## config.mk

```make
export PLATFORM = sky130hd
export DESIGN_NAME = itc_master
export DESIGN_NICKNAME = d
export VERILOG_FILES = /design/src/hw/itc_pkg.sv /design/src/hw/itc_master.sv
export SDC_FILE = /design/constraint.sdc
export NUM_CORES = 1
export LEC_CHECK = 0
export ABC_AREA = 1
export BUFFER_PORTS_ARGS = -buffer_cell sky130_fd_sc_hd__buf_4
export CORE_ASPECT_RATIO = 1.25
export CORE_MARGIN = 5
export CORE_UTILIZATION = 50
export CTS_BUF_LIST = sky130_fd_sc_hd__clkbuf_4 sky130_fd_sc_hd__clkbuf_8 sky130_fd_sc_hd__clkbuf_16
export CTS_CLUSTER_DIAMETER = 60
export DETAILED_ROUTE_END_ITERATION = 10
export GPL_TIMING_DRIVEN = 0
export PLACE_DENSITY = 0.79
export REMOVE_ABC_BUFFERS = 1
export SLEW_MARGIN = 20
export SYNTH_ARGS = -nofsm -noshare
export SYNTH_HDL_FRONTEND = slang
export SYNTH_SLANG_ARGS = --single-unit
```

## constraint.sdc

```tcl
create_clock -name clock -period 3.4 [get_ports clock]
set_clock_uncertainty 0.15 [all_clocks]
set_input_delay 1.02 -clock clock [delete_from_list [all_inputs] [get_ports clock]]
set_output_delay 1.02 -clock clock [all_outputs]
set_load 0.02 [all_outputs]
```

## src/hw/itc_pkg.sv

```systemverilog
// constants, field layouts and types of the two-wire master control block
// assumes a 32-bit axi4-lite master and one 125 MHz clock domain
package itc_pkg;
	localparam int REG_ADDR_W = 8;
	localparam logic [7:0] ADDR_CTRL   = 8'h00;
	localparam logic [7:0] ADDR_STATUS = 8'h04;
	localparam logic [7:0] ADDR_DATA   = 8'h08;
	localparam logic [7:0] ADDR_RATE   = 8'h0c;
	localparam logic [7:0] ADDR_IRQEN  = 8'h10;

	// control register fields
	localparam int CTRL_EN_BIT    = 6;
	localparam int CTRL_START_BIT = 5;
	localparam int CTRL_STOP_BIT  = 4;
	localparam int CTRL_FLAG_BIT  = 3;
	localparam int CTRL_ACK_BIT   = 2;
	// interrupt enable register fields
	localparam int IE_BUS_BIT    = 0;
	localparam int IE_GLOBAL_BIT = 1;
	// status code sits in bits 7..3
	localparam int STAT_LSB = 3;

	localparam logic [7:0] DATA_RESET = 8'hff;
	localparam logic [7:0] RATE_RESET = 8'h00;

	localparam logic [7:0] ST_NONE    = 8'hf8;
	localparam logic [7:0] ST_START   = 8'h08;
	localparam logic [7:0] ST_REPEAT  = 8'h10;
	localparam logic [7:0] ST_AW_ACK  = 8'h18;
	localparam logic [7:0] ST_AW_NACK = 8'h20;
	localparam logic [7:0] ST_TX_ACK  = 8'h28;
	localparam logic [7:0] ST_TX_NACK = 8'h30;
	localparam logic [7:0] ST_ARB     = 8'h38;
	localparam logic [7:0] ST_AR_ACK  = 8'h40;
	localparam logic [7:0] ST_AR_NACK = 8'h48;
	localparam logic [7:0] ST_RX_ACK  = 8'h50;
	localparam logic [7:0] ST_RX_NACK = 8'h58;

	localparam logic [3:0] BIT_ACK = 4'h8;
	localparam logic [1:0] PH0 = 2'h0;
	localparam logic [1:0] PH1 = 2'h1;
	localparam logic [1:0] PH2 = 2'h2;
	localparam logic [1:0] PH3 = 2'h3;

	localparam logic [1:0] RESP_OKAY   = 2'h0;
	localparam logic [1:0] RESP_SLVERR = 2'h2;

	typedef struct packed {
		logic interface_enable;
		logic start_request;
		logic stop_request;
		logic bus_event_flag;
		logic ack_enable;
	} itc_ctrl_s;

	typedef enum logic [5:0] {
		S_IDLE  = 6'b000001,
		S_FREE  = 6'b000010,
		S_START = 6'b000100,
		S_BYTE  = 6'b001000,
		S_HOLD  = 6'b010000,
		S_STOP  = 6'b100000
	} itc_state_e;
endpackage : itc_pkg

```

## src/hw/itc_master.sv

```systemverilog
// two-wire bus master: start, repeated start, stop, byte send and receive, status codes
// assumes open-drain pads outside (oe high pulls the line low) and an axi4-lite master
//
// Local design decisions: the placing of the registers and register access over AXI4-Lite.
`timescale 1ns/1ns
`default_nettype none

module itc_master (
	// clock and reset
	input  wire logic                            clock,
	input  wire logic                            rst_n,
	// axi4-lite write
	input  wire logic [itc_pkg::REG_ADDR_W-1:0] s_axi_awaddr,
	input  wire logic                            s_axi_awvalid,
	output logic                                 s_axi_awready,
	input  wire logic [31:0]                     s_axi_wdata,
	input  wire logic [3:0]                      s_axi_wstrb,
	input  wire logic                            s_axi_wvalid,
	output logic                                 s_axi_wready,
	output logic [1:0]                           s_axi_bresp,
	output logic                                 s_axi_bvalid,
	input  wire logic                            s_axi_bready,
	// axi4-lite read
	input  wire logic [itc_pkg::REG_ADDR_W-1:0] s_axi_araddr,
	input  wire logic                            s_axi_arvalid,
	output logic                                 s_axi_arready,
	output logic [31:0]                          s_axi_rdata,
	output logic [1:0]                           s_axi_rresp,
	output logic                                 s_axi_rvalid,
	input  wire logic                            s_axi_rready,
	// bus lines
	input  wire logic                            scl_in,
	output logic                                 scl_out,
	output logic                                 scl_oe,
	input  wire logic                            sda_in,
	output logic                                 sda_out,
	output logic                                 sda_oe,
	// interrupt request
	output logic                                 irq_req
);
	itc_pkg::itc_ctrl_s  ctrl_reg;
	itc_pkg::itc_state_e state_reg;
	logic [4:0]          status_reg;
	logic [7:0]          data_reg;
	logic [7:0]          rate_reg;
	logic [7:0]          rate_cnt_reg;
	logic                bus_irq_enable_reg;
	logic                global_irq_enable_reg;
	logic [1:0]          pin_s1_reg;
	logic [1:0]          pin_s2_reg;
	logic [1:0]          pin_s3_reg;
	logic [1:0]          pin_q_reg;
	logic [1:0]          pin_prev_reg;
	logic                busy_reg;
	logic [1:0]          phase_reg;
	logic [3:0]          bit_idx_reg;
	logic [7:0]          shift_reg;
	logic                owns_reg;
	logic                first_reg;
	logic                dir_reg;
	logic                scl_oe_reg;
	logic                sda_oe_reg;
	logic                irq_reg;
	logic                bvalid_reg;
	logic [1:0]          bresp_reg;
	logic                rvalid_reg;
	logic [31:0]         rdata_reg;
	logic [1:0]          rresp_reg;
	logic                rd_status_reg;

	logic       scl_q;
	logic       sda_q;
	logic       tick;
	logic       step;
	logic       rx_mode;
	logic       tx_bit;
	logic       byte_done;
	logic       arb_lost;
	logic       start_done;
	logic       stop_done;
	logic       resume;
	logic       hw_event;
	logic [7:0] hw_code;
	logic       wr_fire;
	logic       rd_fire;
	logic       ctrl_wr;
	logic       data_wr;
	logic       scl_low_next;
	logic       sda_low_next;
	logic [7:0] status_byte;

	function automatic logic [7:0] itc_code(input logic first, input logic dir, input logic acked);
		if (first) begin
			itc_code = dir ? (acked ? itc_pkg::ST_AR_ACK : itc_pkg::ST_AR_NACK)
			               : (acked ? itc_pkg::ST_AW_ACK : itc_pkg::ST_AW_NACK);
		end else begin
			itc_code = dir ? (acked ? itc_pkg::ST_RX_ACK : itc_pkg::ST_RX_NACK)
			               : (acked ? itc_pkg::ST_TX_ACK : itc_pkg::ST_TX_NACK);
		end
	endfunction : itc_code

	function automatic logic itc_mapped(input logic [itc_pkg::REG_ADDR_W-1:0] a);
		itc_mapped = (a == itc_pkg::ADDR_CTRL) || (a == itc_pkg::ADDR_STATUS) || (a == itc_pkg::ADDR_DATA)
		          || (a == itc_pkg::ADDR_RATE) || (a == itc_pkg::ADDR_IRQEN);
	endfunction : itc_mapped

	// pin synchronisers: a change counts once stages two and three agree
	always_ff @(posedge clock or negedge rst_n) begin
		if (!rst_n) begin
			pin_s1_reg   <= 2'h3;
			pin_s2_reg   <= 2'h3;
			pin_s3_reg   <= 2'h3;
			pin_q_reg    <= 2'h3;
			pin_prev_reg <= 2'h3;
		end else begin
			pin_s1_reg   <= {sda_in, scl_in};
			pin_s2_reg   <= pin_s1_reg;
			pin_s3_reg   <= pin_s2_reg;
			pin_q_reg    <= (pin_s2_reg & pin_s3_reg) | (pin_q_reg & (pin_s2_reg ^ pin_s3_reg));
			pin_prev_reg <= pin_q_reg;
		end
	end
	assign scl_q = pin_q_reg[0];
	assign sda_q = pin_q_reg[1];

	// bus busy tracking from start and stop seen on the lines
	always_ff @(posedge clock or negedge rst_n) begin
		if (!rst_n) begin
			busy_reg <= 1'b0;
		end else if (scl_q && pin_prev_reg[0] && pin_prev_reg[1] && !sda_q) begin
			busy_reg <= 1'b1;
		end else if (scl_q && pin_prev_reg[0] && !pin_prev_reg[1] && sda_q) begin
			busy_reg <= 1'b0;
		end
	end

	// quarter-bit tick: divide by rate_reg + 1
	assign tick = (rate_cnt_reg == 8'h00);
	always_ff @(posedge clock or negedge rst_n) begin
		if (!rst_n) begin
			rate_cnt_reg <= itc_pkg::RATE_RESET;
		end else if (tick) begin
			rate_cnt_reg <= rate_reg;
		end else begin
			rate_cnt_reg <= rate_cnt_reg - 8'h01;
		end
	end

	// a slave holding scl low stalls the high half of the bit
	assign step    = tick && !(phase_reg == itc_pkg::PH2 && !scl_q);
	assign rx_mode = dir_reg && !first_reg;
	// released line is a one: read bit, not-ack high; write bit, ack low
	always_comb begin
		if (bit_idx_reg == itc_pkg::BIT_ACK) begin
			tx_bit = rx_mode ? !ctrl_reg.ack_enable : 1'b1;
		end else begin
			tx_bit = rx_mode ? 1'b1 : shift_reg[7];
		end
	end

	assign byte_done  = (state_reg == itc_pkg::S_BYTE) && step && (phase_reg == itc_pkg::PH3)
	                 && (bit_idx_reg == itc_pkg::BIT_ACK);
	assign arb_lost   = (state_reg == itc_pkg::S_BYTE) && step && (phase_reg == itc_pkg::PH3)
	                 && (bit_idx_reg != itc_pkg::BIT_ACK) && !rx_mode && tx_bit && !sda_q;
	assign start_done = (state_reg == itc_pkg::S_START) && step && (phase_reg == itc_pkg::PH3);
	assign stop_done  = (state_reg == itc_pkg::S_STOP) && step && (phase_reg == itc_pkg::PH3);
	assign resume     = (state_reg == itc_pkg::S_HOLD) && !ctrl_reg.bus_event_flag;
	assign hw_event   = byte_done || arb_lost || start_done;

	always_comb begin
		if (arb_lost) begin
			hw_code = itc_pkg::ST_ARB;
		end else if (start_done) begin
			hw_code = owns_reg ? itc_pkg::ST_REPEAT : itc_pkg::ST_START;
		end else begin
			hw_code = itc_code(first_reg, dir_reg, !sda_q);
		end
	end

	// sequencer
	always_ff @(posedge clock or negedge rst_n) begin
		if (!rst_n) begin
			state_reg   <= itc_pkg::S_IDLE;
			phase_reg   <= itc_pkg::PH0;
			bit_idx_reg <= 4'h0;
			shift_reg   <= itc_pkg::DATA_RESET;
			owns_reg    <= 1'b0;
			first_reg   <= 1'b0;
			dir_reg     <= 1'b0;
		end else begin
			case (state_reg)
				itc_pkg::S_IDLE: begin
					if (ctrl_reg.interface_enable && ctrl_reg.start_request && !ctrl_reg.bus_event_flag) begin
						state_reg <= itc_pkg::S_FREE;
					end
				end
				itc_pkg::S_FREE: begin
					if (!ctrl_reg.interface_enable) begin
						state_reg <= itc_pkg::S_IDLE;
					end else if (!busy_reg && scl_q && sda_q) begin
						state_reg <= itc_pkg::S_START;
						phase_reg <= itc_pkg::PH0;
					end
				end
				itc_pkg::S_START: begin
					if (step) begin
						phase_reg <= phase_reg + 2'h1;
					end
					if (start_done) begin
						state_reg <= itc_pkg::S_HOLD;
						owns_reg  <= 1'b1;
						first_reg <= 1'b1;
					end
				end
				itc_pkg::S_BYTE: begin
					if (step) begin
						phase_reg <= phase_reg + 2'h1;
					end
					if (arb_lost) begin
						state_reg <= itc_pkg::S_HOLD;
						owns_reg  <= 1'b0;
					end else if (byte_done) begin
						state_reg <= itc_pkg::S_HOLD;
						first_reg <= 1'b0;
					end else if (step && phase_reg == itc_pkg::PH3) begin
						bit_idx_reg <= bit_idx_reg + 4'h1;
						shift_reg   <= {shift_reg[6:0], sda_q};
					end
				end
				itc_pkg::S_HOLD: begin
					phase_reg <= itc_pkg::PH0;
					if (resume) begin
						if (!ctrl_reg.interface_enable) begin
							state_reg <= itc_pkg::S_IDLE;
							owns_reg  <= 1'b0;
						end else if (ctrl_reg.stop_request && owns_reg) begin
							state_reg <= itc_pkg::S_STOP;
						end else if (ctrl_reg.start_request) begin
							state_reg <= owns_reg ? itc_pkg::S_START : itc_pkg::S_FREE;
						end else if (owns_reg) begin
							state_reg   <= itc_pkg::S_BYTE;
							bit_idx_reg <= 4'h0;
							shift_reg   <= data_reg;
							if (first_reg) begin
								dir_reg <= data_reg[0];
							end
						end else begin
							state_reg <= itc_pkg::S_IDLE;
						end
					end
				end
				itc_pkg::S_STOP: begin
					if (step) begin
						phase_reg <= phase_reg + 2'h1;
					end
					if (stop_done) begin
						owns_reg  <= 1'b0;
						state_reg <= ctrl_reg.start_request ? itc_pkg::S_FREE : itc_pkg::S_IDLE;
					end
				end
				default: begin
					state_reg <= itc_pkg::S_IDLE;
				end
			endcase
		end
	end

	// line drive; outputs are registered
	always_comb begin
		scl_low_next = 1'b0;
		sda_low_next = 1'b0;
		case (state_reg)
			itc_pkg::S_HOLD: begin
				scl_low_next = owns_reg;
				sda_low_next = sda_oe_reg && owns_reg;
			end
			itc_pkg::S_START: begin
				scl_low_next = (phase_reg == itc_pkg::PH0) && owns_reg;
				sda_low_next = (phase_reg == itc_pkg::PH2) || (phase_reg == itc_pkg::PH3);
			end
			itc_pkg::S_BYTE: begin
				scl_low_next = (phase_reg == itc_pkg::PH0) || (phase_reg == itc_pkg::PH1);
				// sda keeps its level in the quarter where scl falls, so it never moves on an scl edge
				sda_low_next = (phase_reg == itc_pkg::PH0) ? sda_oe_reg : !tx_bit;
			end
			itc_pkg::S_STOP: begin
				scl_low_next = (phase_reg == itc_pkg::PH0);
				sda_low_next = (phase_reg != itc_pkg::PH3);
			end
			default: begin
				scl_low_next = 1'b0;
				sda_low_next = 1'b0;
			end
		endcase
	end

	always_ff @(posedge clock or negedge rst_n) begin
		if (!rst_n) begin
			scl_oe_reg <= 1'b0;
			sda_oe_reg <= 1'b0;
		end else begin
			scl_oe_reg <= scl_low_next;
			sda_oe_reg <= sda_low_next;
		end
	end
	assign scl_out = 1'b0;
	assign sda_out = 1'b0;
	assign scl_oe  = scl_oe_reg;
	assign sda_oe  = sda_oe_reg;

	// axi4-lite slave: address and data are taken together
	assign wr_fire       = s_axi_awvalid && s_axi_wvalid && !bvalid_reg;
	assign s_axi_awready = wr_fire;
	assign s_axi_wready  = wr_fire;
	assign rd_fire       = s_axi_arvalid && !rvalid_reg;
	assign s_axi_arready = !rvalid_reg;
	assign ctrl_wr       = wr_fire && s_axi_wstrb[0] && (s_axi_awaddr == itc_pkg::ADDR_CTRL);
	assign data_wr       = wr_fire && s_axi_wstrb[0] && (s_axi_awaddr == itc_pkg::ADDR_DATA);
	assign status_byte   = {status_reg, 3'h0};

	always_ff @(posedge clock or negedge rst_n) begin
		if (!rst_n) begin
			bvalid_reg <= 1'b0;
			bresp_reg  <= itc_pkg::RESP_OKAY;
		end else if (wr_fire) begin
			bvalid_reg <= 1'b1;
			bresp_reg  <= itc_mapped(s_axi_awaddr) ? itc_pkg::RESP_OKAY : itc_pkg::RESP_SLVERR;
		end else if (s_axi_bready) begin
			bvalid_reg <= 1'b0;
		end
	end

	always_ff @(posedge clock or negedge rst_n) begin
		if (!rst_n) begin
			rvalid_reg    <= 1'b0;
			rdata_reg     <= 32'h0;
			rresp_reg     <= itc_pkg::RESP_OKAY;
			rd_status_reg <= 1'b0;
		end else if (rd_fire) begin
			rvalid_reg    <= 1'b1;
			rresp_reg     <= itc_mapped(s_axi_araddr) ? itc_pkg::RESP_OKAY : itc_pkg::RESP_SLVERR;
			rd_status_reg <= (s_axi_araddr == itc_pkg::ADDR_STATUS);
			case (s_axi_araddr)
				itc_pkg::ADDR_CTRL: begin
					rdata_reg <= {24'h0, 1'b0, ctrl_reg.interface_enable, ctrl_reg.start_request,
					              ctrl_reg.stop_request, ctrl_reg.bus_event_flag, ctrl_reg.ack_enable, 2'h0};
				end
				itc_pkg::ADDR_STATUS: rdata_reg <= {24'h0, status_byte};
				itc_pkg::ADDR_DATA:   rdata_reg <= {24'h0, data_reg};
				itc_pkg::ADDR_RATE:   rdata_reg <= {24'h0, rate_reg};
				itc_pkg::ADDR_IRQEN:  rdata_reg <= {30'h0, global_irq_enable_reg, bus_irq_enable_reg};
				default:              rdata_reg <= 32'h0;
			endcase
		end else if (s_axi_rready) begin
			rvalid_reg <= 1'b0;
		end
	end
	assign s_axi_bvalid = bvalid_reg;
	assign s_axi_bresp  = bresp_reg;
	assign s_axi_rvalid = rvalid_reg;
	assign s_axi_rdata  = rdata_reg;
	assign s_axi_rresp  = rresp_reg;

	// control register; the hardware set of the flag wins over a clear
	always_ff @(posedge clock or negedge rst_n) begin
		if (!rst_n) begin
			ctrl_reg <= '0;
		end else begin
			if (ctrl_wr) begin
				ctrl_reg.interface_enable <= s_axi_wdata[itc_pkg::CTRL_EN_BIT];
				ctrl_reg.start_request    <= s_axi_wdata[itc_pkg::CTRL_START_BIT];
				ctrl_reg.stop_request     <= s_axi_wdata[itc_pkg::CTRL_STOP_BIT];
				ctrl_reg.ack_enable       <= s_axi_wdata[itc_pkg::CTRL_ACK_BIT];
			end else if (stop_done || (resume && ctrl_reg.stop_request && !owns_reg)) begin
				ctrl_reg.stop_request <= 1'b0;
			end
			if (hw_event) begin
				ctrl_reg.bus_event_flag <= 1'b1;
			end else if (ctrl_wr && !s_axi_wdata[itc_pkg::CTRL_FLAG_BIT]) begin
				ctrl_reg.bus_event_flag <= 1'b0;
			end
		end
	end

	always_ff @(posedge clock or negedge rst_n) begin
		if (!rst_n) begin
			status_reg <= itc_pkg::ST_NONE[7:itc_pkg::STAT_LSB];
		end else if (hw_event) begin
			status_reg <= hw_code[7:itc_pkg::STAT_LSB];
		end
	end

	// data register: received byte, or software write while flagged
	always_ff @(posedge clock or negedge rst_n) begin
		if (!rst_n) begin
			data_reg <= itc_pkg::DATA_RESET;
		end else if (byte_done && rx_mode) begin
			data_reg <= shift_reg;
		end else if (data_wr && ctrl_reg.bus_event_flag) begin
			data_reg <= s_axi_wdata[7:0];
		end
	end

	always_ff @(posedge clock or negedge rst_n) begin
		if (!rst_n) begin
			rate_reg              <= itc_pkg::RATE_RESET;
			bus_irq_enable_reg    <= 1'b0;
			global_irq_enable_reg <= 1'b0;
		end else if (wr_fire && s_axi_wstrb[0]) begin
			if (s_axi_awaddr == itc_pkg::ADDR_RATE) begin
				rate_reg <= s_axi_wdata[7:0];
			end
			if (s_axi_awaddr == itc_pkg::ADDR_IRQEN) begin
				bus_irq_enable_reg    <= s_axi_wdata[itc_pkg::IE_BUS_BIT];
				global_irq_enable_reg <= s_axi_wdata[itc_pkg::IE_GLOBAL_BIT];
			end
		end
	end

	always_ff @(posedge clock or negedge rst_n) begin
		if (!rst_n) begin
			irq_reg <= 1'b0;
		end else begin
			irq_reg <= ctrl_reg.bus_event_flag && bus_irq_enable_reg && global_irq_enable_reg;
		end
	end
	assign irq_req = irq_reg;

	a_irq_gate: assert property (@(posedge clock) disable iff (!rst_n)
		!(ctrl_reg.bus_event_flag && bus_irq_enable_reg && global_irq_enable_reg) |=> !irq_req)
		else $error("irq raised without flag and both enables");
	a_flag_hold: assert property (@(posedge clock) disable iff (!rst_n)
		ctrl_reg.bus_event_flag |-> state_reg == itc_pkg::S_HOLD)
		else $error("bus operation active while flag set");
	a_resume_now: assert property (@(posedge clock) disable iff (!rst_n)
		(state_reg == itc_pkg::S_HOLD && !ctrl_reg.bus_event_flag) |=> state_reg != itc_pkg::S_HOLD)
		else $error("no resume after flag clear");
	a_scl_stretch: assert property (@(posedge clock) disable iff (!rst_n)
		(state_reg == itc_pkg::S_HOLD && owns_reg) |=> scl_oe)
		else $error("scl released while waiting for software");
	a_stop_noflag: assert property (@(posedge clock) disable iff (!rst_n)
		stop_done |=> !ctrl_reg.bus_event_flag ##1 !ctrl_reg.bus_event_flag)
		else $error("flag set after stop");
	a_start_code: assert property (@(posedge clock) disable iff (!rst_n)
		start_done |=> ctrl_reg.bus_event_flag
		&& (status_byte == ($past(owns_reg) ? itc_pkg::ST_REPEAT : itc_pkg::ST_START)))
		else $error("wrong code after start");
	a_addr_ack: assert property (@(posedge clock) disable iff (!rst_n)
		(byte_done && first_reg && !dir_reg) |=> ctrl_reg.bus_event_flag
		&& (status_byte == ($past(sda_q) ? itc_pkg::ST_AW_NACK : itc_pkg::ST_AW_ACK)))
		else $error("wrong code after address write");
	a_data_guard: assert property (@(posedge clock) disable iff (!rst_n)
		(data_wr && !ctrl_reg.bus_event_flag && !byte_done) |=> $stable(data_reg))
		else $error("data write taken without flag");
	a_status_low: assert property (@(posedge clock) disable iff (!rst_n)
		(s_axi_rvalid && rd_status_reg) |-> s_axi_rdata[2:0] == 3'h0)
		else $error("status low bits not zero");
	a_arb_lost: assert property (@(posedge clock) disable iff (!rst_n)
		arb_lost |=> ctrl_reg.bus_event_flag && status_byte == itc_pkg::ST_ARB && !owns_reg ##1 !scl_oe)
		else $error("arbitration loss not reported or bus kept");
	a_flag_w1: assert property (@(posedge clock) disable iff (!rst_n)
		(ctrl_wr && s_axi_wdata[itc_pkg::CTRL_FLAG_BIT] && !ctrl_reg.bus_event_flag && !hw_event)
		|=> !ctrl_reg.bus_event_flag)
		else $error("software set the flag");
endmodule : itc_master

`default_nettype wire

```

==> flow_summary.ini <==
[timing]
worstMarginPinSlew_ps = 964
finalSetupViolCount = 0
fin_crit_ps = 2690
fin_crit_sh = 0.790
drv_slew = 0
setup_tns_ps = 0
rsz0062_at_grt = no
postLayoutSetupSlackWorst_ps = 715
final_hold_viol_count = 0
slew_headroom = 0.355
fmaxAchievable_mhz = 372

[place]
portBuffers = 51
post-place-ws_ps = 621
gp_congestion = 0.898
dpl_cell_area_um2 = 5220
dp_hpwl_um = 7990

[worst_setup_path]
cp_max_fo = 22
required_ps = 3480
reg2reg_from = state_reg[1]$_DFFE_PN0P_
reg2reg_depth = 10
r2r_end = bit_idx_reg[3]$_DFFE_PN0P_
worstSetupEndpointType = flip-flop
crit_type = reg -> reg
startpoint_type = flip-flop
crit_end = bit_idx_reg[3]$_DFFE_PN0P_
r2r_slack_ps = 710
arrival_ps = 2770
cp-startpoint = state_reg[1]$_DFFE_PN0P_

[die]
start_util = 0.509
die_h_um = 120
die_w_um = 98.2
io_pins = 107
core-area_um2 = 9560
num_rows = 40
die_area_um2 = 11800

[synth]
avgSynthCellArea_um2 = 8.04
synth_cells = 605
synth_cell_types = 40
yosysSeqAreaShare = 0.445
synth_edf_count = 0
synth_area_um2 = 4870
ys_ff_latch = 85
async_reset_ff_frac = 1.00
synth_flop_cell = dfrtp_1
yosys_warnings = 0

[power_and_ir_drop]
pwr-share-clk = 0.357
p_switching_uw = 730
p_int_uw = 1820
switching_share = 0.287
p_per_area_nw_per_um2 = 463
p_comb_frac = 0.180
ir_drop_mv = 0.337
seqPwrFrac = 0.463
power.total_uw = 2550
p_leak_uw = 0.00281

[route]
drt-initial-drc-count = 279
num_vias = 4008
vias_per_cell = 5.11
drc = 0
final_antenna_net_count = 0
dr.pass1.iters = 5
wl_per_cell_um = 13.4
routed_wl_um = 10500

[layout]
final_area_um2 = 5500
diodes = 0
final_util = 0.576
drive_gt1_frac = 0.202
area_growth_pct = 13.1
fin_nets = 727

[hold_path]
hold_class = reg -> reg

[run]
max_cap_viol_count = 0

[cts]
postCtsSetupRepairBufs = 0
cts_root_buf = clkbuf_16
cts.sinks = 85
numCtsBuffers = 9
ctsHtreeMaxLevel = 3
hold_buffers = 0
ctsResizeCount = 0
cts_tree = done
clkSlewWorstSetupHoldPaths_ps = 60
cts.path.max_buffers = 2
insertion_delay_ps = 340

[global_routing]
grt_pass1_wl_um = 17400
grt_overflow = 0
grt_max_degree = 86
grt_use_total = 0.178
antenna_found_initial = 0
grt_pass1_vias = 3850

[outcome]
outcome = finished clean
## cell type report
| cell class | instances | area (um^2) |
|---|---|---|
| multi-input combinational | 438 | 2250 |
| inverter | 68 | 258 |
| clock inverter | 4 | 22.5 |
| sequential | 85 | 2170 |
| timing repair buffer | 51 | 387 |
| fill | 845 | 4060 |
| clock buffer | 12 | 260 |
| tap | 126 | 158 |
## logic make-up after synthesis
group | after synthesis | share of synthesized area
other | 1 | 0.000771
and+or+nand+nor | 318 | 0.301
DFF | 85 | 0.445
muxes | 7 | 0.0144
AOI/OAI and AO/OA | 65 | 0.0802
buffers and inverters | 109 | 0.113
xor gates and xnor gates | 7 | 0.0126
adders and majority gates | 13 | 0.0334
## layer usage
| layer | GRT usage | part of all wire | up-vias |
|---|---|---|---|
| li1 | - | - | 1988 |
| met2 | 0.311 | 0.53 | 102 |
| met4 | 0.0863 | 0.026 | 0 |
| met1 | 0.213 | 0.41 | 1892 |
| met5 | 0 | 0 | - |
| met3 | 0.0277 | 0.036 | 26 |
## Yosys cell counts (2+ instances only)
| cell | number | share of area |
|---|---|---|
| nand2_1 | 168 | 0.13 |
| inv_1 | 66 | 0.051 |
| nand3_1 | 55 | 0.057 |
| dfrtp_1 | 53 | 0.27 |
| nor2_1 | 46 | 0.035 |
| o21ai_0 | 41 | 0.042 |
| dfstp_2 | 32 | 0.17 |
| buf_4 | 29 | 0.045 |
| ha_1 | 13 | 0.033 |
| nand4_1 | 13 | 0.017 |
| nor3_1 | 12 | 0.012 |
| o21ai_2 | 10 | 0.018 |
| mux2i_1 | 7 | 0.014 |
| clkbuf_1 | 5 | 0.0039 |
| nor2_2 | 5 | 0.0064 |
| xor2_1 | 5 | 0.0090 |
| buf_2 | 4 | 0.0041 |
| nor2_4 | 4 | 0.0093 |
| buf_6 | 3 | 0.0069 |
| nand3_2 | 3 | 0.0062 |
| o21ai_1 | 3 | 0.0031 |
| a21o_1 | 2 | 0.0031 |
| a21oi_1 | 2 | 0.0021 |
| nand2_2 | 2 | 0.0026 |
| nand2_4 | 2 | 0.0046 |
| nand3b_1 | 2 | 0.0031 |
| nor2_8 | 2 | 0.0082 |
| o211ai_1 | 2 | 0.0031 |
| o22ai_1 | 2 | 0.0026 |
| xnor2_1 | 2 | 0.0036 |
## per-stage QoR
| stage | hold slack (ps) | std cells |
|---|---|---|
| floorplan | 195 | 591 |
| global placement | 196 | 768 |
| detailed placement | 197 | 768 |
| CTS | 205 | 784 |
| global route | 213 | 784 |
| finish | 205 | 784 |
## layout by cell type, fill, tap and decap left out, types with 3 or more instances in the layout
cell type / instances
dfstp_2: 32
dfrtp_1: 53
inv_1: 66
clkbuf_16: 9
clkinv_2: 3
nand2_1: 168
nor2_2: 5
o21ai_1: 3
nor2_1: 46
ha_1: 13
nand4_1: 13
conb_1: 28
xor2_1: 5
nand3_1: 55
buf_4: 50
o21ai_0: 41
o21ai_2: 10
mux2i_1: 7
nor3_1: 12
nor2_4: 4
nand3_2: 3
## how the worst min path moves through the flow
stage | endpoint | cells past startpoint | startpoint | slack [ps]
finish | pin_s2_reg[1]$_DFF_PN1_ | 0 | pin_s1_reg[1]$_DFF_PN1_ | 200
global route | pin_s2_reg[0]$_DFF_PN1_ | 0 | pin_s1_reg[0]$_DFF_PN1_ | 210
CTS | pin_s2_reg[1]$_DFF_PN1_ | 0 | pin_s1_reg[1]$_DFF_PN1_ | 210
detailed placement | pin_s2_reg[1]$_DFF_PN1_ | 0 | pin_s1_reg[1]$_DFF_PN1_ | 200
global placement | pin_s2_reg[0]$_DFF_PN1_ | 0 | pin_s1_reg[0]$_DFF_PN1_ | 200
floorplan | pin_s2_reg[0]$_DFF_PN1_ | 0 | pin_s1_reg[0]$_DFF_PN1_ | 200
## power groups by stage
| stage | Sequential (uW) | Clock [uW] | Combinational, uW |
|---|---|---|---|
| 2_1_floorplan | 1190 | 0 | 321 |
| 3_3_place_gp | 1190 | 0 | 434 |
| 3_5_place_dp | 1200 | 0 | 457 |
| 4_1_cts | 1180 | 925 | 461 |
| 5_1_grt | 1190 | 972 | 523 |
| 6_report | 1180 | 909 | 459 |
## worst max-delay path, stage by stage, from the launching register on
cell	delay, ps
dfrtp_1	410
nor2_2	180
nand3_1	700
inv_1	390
o21ai_0	140
nand2_1	130
nor2_4	60
nand2_4	230
nand2_1	80
nand2_1	70
inv_1	30
Note: power is estimated with default switching activity, not from simulation.
